File: src/common/io_ts_map.vh
// Constants for the timestamp and output schedule unit
`ifndef IO_TS_MAP_VH
`define IO_TS_MAP_VH
`define CLK_PERIOD_NS 4
`define COALESCE_WINDOW_US 500
`define COALESCE_CYCLES ((`COALESCE_WINDOW_US * 1000) / `CLK_PERIOD_NS)
`define TIME_RESET_VALUE 64'h0000000000000000
`define NS_PER_TICK 64'h0000000000000004
`endif

File: src/logic/io_timestamp_schedule_unit.v
// Timestamp capture and output schedule unit
`timescale 1ns/1ns
`include "io_ts_map.vh"
module io_timestamp_schedule_unit #(
	parameter POINTS = 16,
	parameter COALESCE_CYCLES = `COALESCE_CYCLES,
	parameter INTERVAL_W = 32
) (
	// Clock and reset
	input wire clock,
	input wire rst_n,
	// Time follower inputs from the sync engine
	input wire time_load,
	input wire [63:0] time_load_value,
	input wire [63:0] local_to_system_offset,
	input wire sync_enable,
	// Mode and configuration
	input wire chassis_time_mode,
	input wire [POINTS-1:0] change_notify,
	input wire [INTERVAL_W-1:0] update_interval,
	// Field inputs
	input wire [POINTS-1:0] field_in,
	// Output schedule request
	input wire sched_valid,
	input wire [63:0] sched_time,
	input wire [$clog2(POINTS)-1:0] sched_point,
	input wire sched_value,
	output wire sched_ready,
	// Field outputs
	output reg [POINTS-1:0] field_out_ff,
	output reg [63:0] out_applied_time_ff,
	// Input transfer to controller
	output reg xfer_valid_ff,
	output reg [POINTS-1:0] xfer_data_ff,
	output reg [63:0] xfer_stamp_ff,
	output reg [63:0] xfer_offset_ff,
	output reg [64*POINTS-1:0] point_stamp_ff,
	output reg [63:0] chassis_time_ff,
	output wire [63:0] system_time
);
	localparam PTR_W = $clog2(POINTS);
	localparam [31:0] COAL_LOAD = COALESCE_CYCLES - 1;

	// Time base
	reg [63:0] sys_time_ff;
	reg [63:0] nxt_sys_time;
	reg [63:0] nxt_chassis_time;
	// Field pin synchroniser and edge history
	reg [POINTS-1:0] in_meta_ff;
	reg [POINTS-1:0] in_sync_ff;
	reg [POINTS-1:0] in_prev_ff;
	// Update interval and coalescing counters
	reg [INTERVAL_W-1:0] ivl_cnt_ff;
	reg [INTERVAL_W-1:0] nxt_ivl_cnt;
	reg [31:0] coal_cnt_ff;
	reg [31:0] nxt_coal_cnt;
	reg [63:0] coal_stamp_ff;
	reg [63:0] nxt_coal_stamp;
	// Input transfer next values
	reg nxt_xfer_valid;
	reg [POINTS-1:0] nxt_xfer_data;
	reg [63:0] nxt_xfer_stamp;
	reg [63:0] nxt_xfer_offset;
	wire [64*POINTS-1:0] nxt_point_stamp;
	// Pending schedule entry
	reg pend_valid_ff;
	reg [63:0] pend_time_ff;
	reg [PTR_W-1:0] pend_point_ff;
	reg pend_value_ff;
	reg nxt_pend_valid;
	reg [63:0] nxt_pend_time;
	reg [PTR_W-1:0] nxt_pend_point;
	reg nxt_pend_value;
	reg [POINTS-1:0] nxt_field_out;
	reg [63:0] nxt_out_applied_time;
	// Decoded conditions
	wire [POINTS-1:0] changed;
	wire [POINTS-1:0] notify_hit;
	wire any_hit;
	wire interval_tick;
	wire coal_open;
	wire fire;
	wire accept;
	wire [63:0] chassis_now;

	assign changed = in_sync_ff ^ in_prev_ff;
	assign notify_hit = changed & change_notify;
	assign any_hit = |notify_hit;
	assign interval_tick = (ivl_cnt_ff == {INTERVAL_W{1'b0}});
	assign coal_open = (coal_cnt_ff != 32'h00000000);
	// Full-width compare, so no wrap limits how far ahead a schedule sits
	assign fire = pend_valid_ff && (sys_time_ff >= pend_time_ff);
	assign accept = sched_valid && sched_ready;
	// Chassis time of this cycle, from system time and offset
	assign chassis_now = sys_time_ff - local_to_system_offset;
	// Follower: time is loaded from outside, and also published on system_time
	assign system_time = sys_time_ff;
	assign sched_ready = !pend_valid_ff || fire;

	// Free-running time, corrected by the sync engine
	always @* begin
		if (time_load && sync_enable) begin
			nxt_sys_time = time_load_value;
		end else begin
			nxt_sys_time = sys_time_ff + `NS_PER_TICK;
		end
		// Chassis time kept live every cycle, synchronized or not
		nxt_chassis_time = chassis_now;
	end

	always @(posedge clock) begin
		if (!rst_n) begin
			sys_time_ff <= `TIME_RESET_VALUE;
			chassis_time_ff <= `TIME_RESET_VALUE;
		end else begin
			sys_time_ff <= nxt_sys_time;
			chassis_time_ff <= nxt_chassis_time;
		end
	end

	// Two-flop synchroniser on the field pins
	always @(posedge clock) begin
		if (!rst_n) begin
			in_meta_ff <= {POINTS{1'b0}};
			in_sync_ff <= {POINTS{1'b0}};
			in_prev_ff <= {POINTS{1'b0}};
		end else begin
			in_meta_ff <= field_in;
			in_sync_ff <= in_meta_ff;
			in_prev_ff <= in_sync_ff;
		end
	end

	// Per-point stamps latched in the detect cycle
	genvar g;
	generate
		for (g = 0; g < POINTS; g = g + 1) begin : g_pt
			assign nxt_point_stamp[64*g +: 64] = changed[g] ? sys_time_ff :
				point_stamp_ff[64*g +: 64];
		end
	endgenerate

	// One process owns the whole stamp vector, so each bit has one driver
	always @(posedge clock) begin
		if (!rst_n)
			point_stamp_ff <= {POINTS{`TIME_RESET_VALUE}};
		else
			point_stamp_ff <= nxt_point_stamp;
	end

	// Interval counter; a shared interval gives a shared sample grid
	always @* begin
		if (interval_tick)
			nxt_ivl_cnt = update_interval;
		else
			nxt_ivl_cnt = ivl_cnt_ff - {{(INTERVAL_W-1){1'b0}}, 1'b1};
	end

	// Coalescing window for chassis-time mode
	always @* begin
		nxt_coal_cnt = coal_cnt_ff;
		nxt_coal_stamp = coal_stamp_ff;
		if (any_hit && !coal_open) begin
			// First notified change opens the window and fixes its stamp
			nxt_coal_cnt = COAL_LOAD;
			nxt_coal_stamp = chassis_now;
		end else if (coal_open) begin
			nxt_coal_cnt = coal_cnt_ff - 32'h00000001;
		end
	end

	always @(posedge clock) begin
		if (!rst_n) begin
			ivl_cnt_ff <= {INTERVAL_W{1'b0}};
			coal_cnt_ff <= 32'h00000000;
			coal_stamp_ff <= `TIME_RESET_VALUE;
		end else begin
			ivl_cnt_ff <= nxt_ivl_cnt;
			coal_cnt_ff <= nxt_coal_cnt;
			coal_stamp_ff <= nxt_coal_stamp;
		end
	end

	// Input transfer: every interval, and on notified change
	always @* begin
		nxt_xfer_valid = interval_tick || any_hit;
		nxt_xfer_data = xfer_data_ff;
		nxt_xfer_stamp = xfer_stamp_ff;
		nxt_xfer_offset = xfer_offset_ff;
		if (interval_tick || any_hit) begin
			nxt_xfer_data = in_sync_ff;
			nxt_xfer_offset = local_to_system_offset;
			if (chassis_time_mode) begin
				// Changes inside the window reuse the first stamp
				if (any_hit && !coal_open)
					nxt_xfer_stamp = chassis_now;
				else
					nxt_xfer_stamp = coal_stamp_ff;
			end else begin
				nxt_xfer_stamp = sys_time_ff;
			end
		end
	end

	always @(posedge clock) begin
		if (!rst_n) begin
			xfer_valid_ff <= 1'b0;
			xfer_data_ff <= {POINTS{1'b0}};
			xfer_stamp_ff <= `TIME_RESET_VALUE;
			xfer_offset_ff <= `TIME_RESET_VALUE;
		end else begin
			xfer_valid_ff <= nxt_xfer_valid;
			xfer_data_ff <= nxt_xfer_data;
			xfer_stamp_ff <= nxt_xfer_stamp;
			xfer_offset_ff <= nxt_xfer_offset;
		end
	end

	// One pending schedule entry; a single slot keeps ordering trivial
	always @* begin
		nxt_pend_valid = pend_valid_ff;
		nxt_pend_time = pend_time_ff;
		nxt_pend_point = pend_point_ff;
		nxt_pend_value = pend_value_ff;
		nxt_field_out = field_out_ff;
		nxt_out_applied_time = out_applied_time_ff;
		if (fire) begin
			nxt_field_out[pend_point_ff] = pend_value_ff;
			nxt_out_applied_time = sys_time_ff;
			nxt_pend_valid = 1'b0;
		end
		// A new request may load in the cycle the old one fires
		if (accept) begin
			nxt_pend_valid = 1'b1;
			nxt_pend_time = sched_time;
			nxt_pend_point = sched_point;
			nxt_pend_value = sched_value;
		end
	end

	always @(posedge clock) begin
		if (!rst_n) begin
			pend_valid_ff <= 1'b0;
			pend_time_ff <= `TIME_RESET_VALUE;
			pend_point_ff <= {PTR_W{1'b0}};
			pend_value_ff <= 1'b0;
			field_out_ff <= {POINTS{1'b0}};
			out_applied_time_ff <= `TIME_RESET_VALUE;
		end else begin
			pend_valid_ff <= nxt_pend_valid;
			pend_time_ff <= nxt_pend_time;
			pend_point_ff <= nxt_pend_point;
			pend_value_ff <= nxt_pend_value;
			field_out_ff <= nxt_field_out;
			out_applied_time_ff <= nxt_out_applied_time;
		end
	end
endmodule

File: config.mk
export PLATFORM = sky130hd
export DESIGN_NAME = io_timestamp_schedule_unit
export DESIGN_NICKNAME = d
export VERILOG_FILES = /design/src/logic/io_timestamp_schedule_unit.v
export VERILOG_INCLUDE_DIRS = /design/src /design/src/common
export SDC_FILE = /design/constraint.sdc
export NUM_CORES = 2
export LEC_CHECK = 0
export BUFFER_PORTS_ARGS = -buffer_cell sky130_fd_sc_hd__buf_4
export CAP_MARGIN = 0
export CORE_AREA = 2 2 644 646
export DETAILED_ROUTE_END_ITERATION = 10
export DIE_AREA = 0 0 646 648
export SETUP_SLACK_MARGIN = 0.2
export SLEW_MARGIN = 30
export SYNTH_ARGS = -nofsm -noshare
export SYNTH_HDL_FRONTEND = slang
export SYNTH_SLANG_ARGS = --single-unit
export TNS_END_PERCENT = 30
File: constraint.sdc
create_clock -name clock -period 6.7 [get_ports clock]
set_input_delay 1.005 -clock clock [delete_from_list [all_inputs] [get_ports clock]]
set_output_delay 1.005 -clock clock [all_outputs]
set_load 0.005 [all_outputs]
# ---- Word-level counts from Yosys, hierarchy flattened
# Cells that the tools add are included.
dict set report word_totals {
  regBits 1623
  latchBits 0
  mem_bits_ro 0
  mem_count 0
  ramBits 0
  in_bits 267
}
dict set report classes {
  n_reduce_logical 15
  n_lt_le_gt_ge 3
  n_mul 0
  addsub 4
  n_shift 0
  mux 11
  n_bitwise 3
  div 0
  eq_ne 0
}
# cell n
set ops {}
lappend ops {{64-bit two-way mux} 3}
lappend ops {{64-bit by 3-bit adder with 64-bit output (second input constant)} 1}
lappend ops {{64-bit greater-or-equal comparator} 1}
lappend ops {{32-bit by 1-bit subtractor with 32-bit output (second input constant)} 2}
lappend ops {{64-bit subtractor} 1}
lappend ops {{17-bit two-way mux} 2}
lappend ops {{32-bit zero test} 1}
lappend ops {{32-bit two-way mux} 1}
lappend ops {{32-bit nonzero test} 1}
lappend ops {{16-bit bitwise AND} 1}
lappend ops {{16-bit bitwise mux} 1}
lappend ops {{16-bit OR reduction} 1}
lappend ops {{16-bit bitwise XOR} 1}
lappend ops {{1-bit logical AND} 5}
lappend ops {{4-bit by 5-bit less-than comparator with 1-bit output (second input constant)} 1}
lappend ops {{1-bit demux with 4-bit select} 1}
lappend ops {{4-bit by 1-bit greater-or-equal comparator with 1-bit output (second input constant)} 1}
lappend ops {{2-bit nonzero test} 2}
lappend ops {{1-bit two-way mux} 3}
lappend ops {{1-bit zero test} 2}
lappend ops {{1-bit logical OR} 2}
lappend ops {{2-bit OR reduction} 1}
lappend ops {{1-bit NOT} 1}

# ---- Longest topological paths before layout
dict set report logic_depth {
  depth_word 6
  depth_mapped 15
}

# ---- Least setup slack after synthesis
# Ideal clock, no wire load.
dict set report synth_path {
  kind {input to register}
  startpoint {in local_to_system_offset[0]}
  endpoint {reg xfer_stamp_ff[50]}
  setup_time_ns 0.116
  stages 13
  t_required_ns 6.584
  t_arrival_ns 3.991
  slack_ns 2.592
  cell_sequence {ha_1 > fa_1 > nor2b_1 > o2111a_1 > o211a_1 > o21ai_0 > a2111oi_0 > o21a_1 > or2_2 > clkbuf_1 > a2111oi_0 > or3_1 > a41o_1}
}
dict set report synth_via {
  elab_chain_len 3
}
# item line_no
set synth_rtl {}
lappend synth_rtl {{start: declaration} io_timestamp_schedule_unit.v:15} ;# input wire [63:0] local_to_system_offset,
lappend synth_rtl {{64-bit subtractor} io_timestamp_schedule_unit.v:95} ;# assign chassis_now = sys_time_ff - local_to_system_offset;
lappend synth_rtl {{64-bit two-way mux} io_timestamp_schedule_unit.v:195} ;# if (any_hit && !coal_open)
lappend synth_rtl {{64-bit two-way mux} io_timestamp_schedule_unit.v:193} ;# if (chassis_time_mode) begin
lappend synth_rtl {{end signal: assignment} io_timestamp_schedule_unit.v:209} ;# xfer_stamp_ff <= `TIME_RESET_VALUE;
lappend synth_rtl {{end signal: assignment} io_timestamp_schedule_unit.v:214} ;# xfer_stamp_ff <= nxt_xfer_stamp;
lappend synth_rtl {{end: declaration} io_timestamp_schedule_unit.v:35} ;# output reg [63:0] xfer_stamp_ff,
# Every way passes these cells.
# A chain may end at the register's enable or synchronous reset.

# ---- Final worst setup path
dict set report layout_path {
  startpoint {reg sys_time_ff[9], in the netlist system_time[9]}
  endpoint {out sched_ready}
}
dict set report layout_via {
  elab_chain_len 3
}
# item line_no
set layout_rtl {}
lappend layout_rtl {{start: declaration} io_timestamp_schedule_unit.v:45} ;# reg [63:0] sys_time_ff;
lappend layout_rtl {{start signal: assignment} io_timestamp_schedule_unit.v:113} ;# sys_time_ff <= `TIME_RESET_VALUE;
lappend layout_rtl {{start signal: assignment} io_timestamp_schedule_unit.v:116} ;# sys_time_ff <= nxt_sys_time;
lappend layout_rtl {{64-bit greater-or-equal comparator} io_timestamp_schedule_unit.v:92} ;# assign fire = pend_valid_ff && (sys_time_ff >= pend_time_ff);
lappend layout_rtl {{1-bit logical AND} io_timestamp_schedule_unit.v:92}
lappend layout_rtl {{1-bit logical OR} io_timestamp_schedule_unit.v:98} ;# assign sched_ready = !pend_valid_ff || fire;
lappend layout_rtl {{end: declaration} io_timestamp_schedule_unit.v:28} ;# output wire sched_ready,
# Every way passes these cells.

==> impl_metrics.json <==
{
  "status": "finished, final reports clean",
  "path_cells": "buf_4 > ha_1 > a21o_1 > a21oi_1 > nor2b_1 > or4_1 > a311oi_1 > buf_4 > nand4_1 > buf_4",
  "rows": 236,
  "post-route-period-util_pct": 80.4,
  "leakagePower_nw": 35.6,
  "clockRootBuffer": "clkbuf_16",
  "yosys-top-cells-area": "dfxtp_1 (51%), nand2_1 (14%), a21oi_1 (10%)",
  "timing.rr.start": "in_sync_ff[4]$_SDFF_PN0_",
  "path_class": "reg2out",
  "maxCapViolCount": 0,
  "grt_max_degree": 183,
  "synth.cell_area_mm2": 0.0638,
  "ys_seq_area_share_pct": 50.9,
  "stdcell_count": 15000,
  "hpwl_um": 282000,
  "wire_per_inst_um": 25.9,
  "synth_nets": 8352,
  "portBuffers": 1644,
  "worstSetupStartpointType": "flop",
  "cts.path.max_buffers": 4,
  "die_h_um": 648,
  "cp.required_ps": 5690,
  "ys_ff_latch": 1623,
  "synth.top_cell.area_share_pct": 50.9,
  "cp.arrival_ps": 4380,
  "dp_slack_ps": 1790,
  "final_core_util_pct": 21.7,
  "max_slew.worst_pin.slew_ps": 1160,
  "clk_pin_slew_ps": 60,
  "cp_common_cell": "buf_4",
  "yosysTopAreaCell": "dfxtp_1",
  "fin_tns_setup_ps": 0,
  "num-nets-final": 9713,
  "worstHoldStart": "sched_time[58]",
  "slew_violations": 0,
  "synth.most_common_cell": "nand2_1",
  "synthCells": 7953,
  "area_growth_pct": 40.1,
  "yosysWarningCount": 0,
  "antenna_found_initial": 55,
  "synth-async-reset-ratio_pct": 0,
  "critical_path.max_fanout": 24,
  "numClockSinks": 1623,
  "h-tree-depth": 4,
  "gp_congestion": 0.902,
  "regToRegSetupSlack_ps": 2070,
  "antenna_left": 0,
  "cts_hold_buf": 0,
  "slowest_delay_ps": 870,
  "dp.cells": 14600,
  "p_total_mw": 27.0,
  "die_x_um": 646,
  "synth_edf_count": 0,
  "die-area_mm2": 0.419,
  "ys_types": 74,
  "numCtsBuffers": 194,
  "grt_setup_unrepaired": "false",
  "finalWirelength_um": 387000,
  "setup_viol": 0,
  "end_kind": "primary output",
  "fmax_ghz": 0.186,
  "endpoint": "sched_ready",
  "drt_iter0_drc": 5700,
  "grt_pass1_wl_um": 506000,
  "avgViaCountPerCell": 4.23,
  "ios": 1645,
  "dr.pass1.iters": 6,
  "rr_worst_depth": 12,
  "skew_ps": 90.6,
  "overflow": 0,
  "cts_setup_buffers": 0,
  "clock_latency_ps": 920,
  "cp-startpoint": "system_time[9]$_SDFF_PN0_",
  "p_per_area_mw_per_mm2": 303,
  "regToRegEndpoint": "xfer_stamp_ff[16]$_SDFFE_PN0P_",
  "worst_ir_drop_vdd_uv": 230,
  "synth_common_cells": "nand2_1 (2,405), dfxtp_1 (1,623), a21oi_1 (1,291)",
  "drive_above_1_share_pct": 23.9,
  "grt_pass1_vias": 58700,
  "fin_crit_ps": 5380,
  "coreArea_mm2": 0.412,
  "cts_tree": "yes",
  "drc_errors": 0,
  "syn_avg_cell_area_um2": 8.02,
  "start_util_pct": 15.5,
  "crit_family": "simple AND/OR/NAND/NOR gates",
  "ctsResizeCount": 0,
  "relSlewSlack_pct": 22.6,
  "hold_viol": 0,
  "path_buf_inv": 3,
  "fin_ws_ps": 1320,
  "slowest_stage": "or4_1",
  "cp_num_cells": 10,
  "grt_use_total_pct": 17.4,
  "synth_ff_type": "dfxtp_1",
  "route.vias.total": 63300,
  "hp-class": "in2reg"
}
sequential cells by signal (all words and copies together), names as in the netlist, 4 cells and up:
name                 count
ivl_cnt_ff              32
chassis_time_ff         64
coal_stamp_ff           64
field_out_ff            16
coal_cnt_ff             32
in_meta_ff              16
point_stamp_ff        1024
xfer_stamp_ff           64
in_prev_ff              16
out_applied_time_ff     64
pend_point_ff            4
in_sync_ff              16
system_time             64
pend_time_ff            64
xfer_data_ff            16
xfer_offset_ff          64
logic make-up after synthesis:
kind of cell / count (synthesis) / share of synthesized area [%]
compound gates: 1722 / 15.0
xor+xnor: 185 / 2.54
simple gates: 3295 / 21.1
buf+inv: 805 / 4.83
flops: 1623 / 50.9
mux: 191 / 3.00
fa+ha+maj: 132 / 2.60
cell type report:
class,count,area (um2)
diodes,32,80.1
fillers,45500,323000
well taps,5474,6850
flip-flops and latches,1623,32600
inverters,158,601
clock buffers,271,5590
clock inverters,80,1050
multi-input cells,5525,28700
repair buffers,1812,13800
worst register-to-register path, cell delays in order (launching register included):
cell,delay [ps]
dfxtp_1,600
xor2_4,120
buf_4,230
a22o_1,380
a221oi_2,630
buf_4,230
and4_1,180
buf_4,360
and2_4,810
buf_4,670
a211oi_1,130
a21oi_1,160
nor2_1,50
power by group:
part	total [mW]	internal (mW)	switching, mW	leakage [nW]
combinational	5.06	1.69	3.37	19.2
sequential	10.7	10.3	0.469	13.2
clock	11.2	6.52	4.71	3.26
layer usage:
layer	part of all wire, %	GRT usage (%)	up-vias	routed length [um]
met5	0.0034	0	-	13
met4	7.0	10.7	2	26900
met3	7.8	3.93	759	30200
met2	48	30.0	3022	188000
met1	37	19.5	30600	142000
li1	-	-	28900	-
metrics by stage:
step	hold slack, ps	cell area [um2]
3_3_place_gp	416	82400
2_1_floorplan	412	63800
5_1_grt	247	89300
4_1_cts	208	89200
6_report	326	89400
3_5_place_dp	419	82600
worst min-delay path by stage:
stage                     depth (start not counted)                             to
after global placement                            1      in_sync_ff[10]$_SDFF_PN0_
final                                             3  pend_time_ff[58]$_SDFFE_PN0P_
after detailed placement                          1       in_sync_ff[0]$_SDFF_PN0_
after CTS                                         2       in_meta_ff[5]$_SDFF_PN0_
after global routing                              2       in_meta_ff[5]$_SDFF_PN0_
after floorplan                                   1       in_sync_ff[0]$_SDFF_PN0_
cells in the final DEF, fill, tap and decap left out, types with 13 or more instances in the layout:
cell type  instances
clkbuf_16        197
dfxtp_2           44
a21o_1            64
nor4_1            23
xor2_1            64
dfxtp_4           20
and3_1            26
xnor2_2           14
clkinv_2          26
nor2_1           432
a211oi_1         103
a21oi_1         1291
inv_1            157
nor2b_1           13
a31oi_1           17
ha_1             131
xor2_4            16
o21ai_0          100
o21a_1            14
a311oi_1          16
diode_2           32
nand3_1           82
or3_1             28
buf_4           1792
nand4_1           42
nor3_1            55
o21bai_1          15
clkbuf_1          36
nand2_1         2401
o211ai_1          18
and2_1           115
mux2i_1          190
nand2b_1          14
bufinv_16         17
dfxtp_1         1559
clkbuf_8          38
xnor2_1           89
No activity file was read; power rests on OpenSTA's default activity.
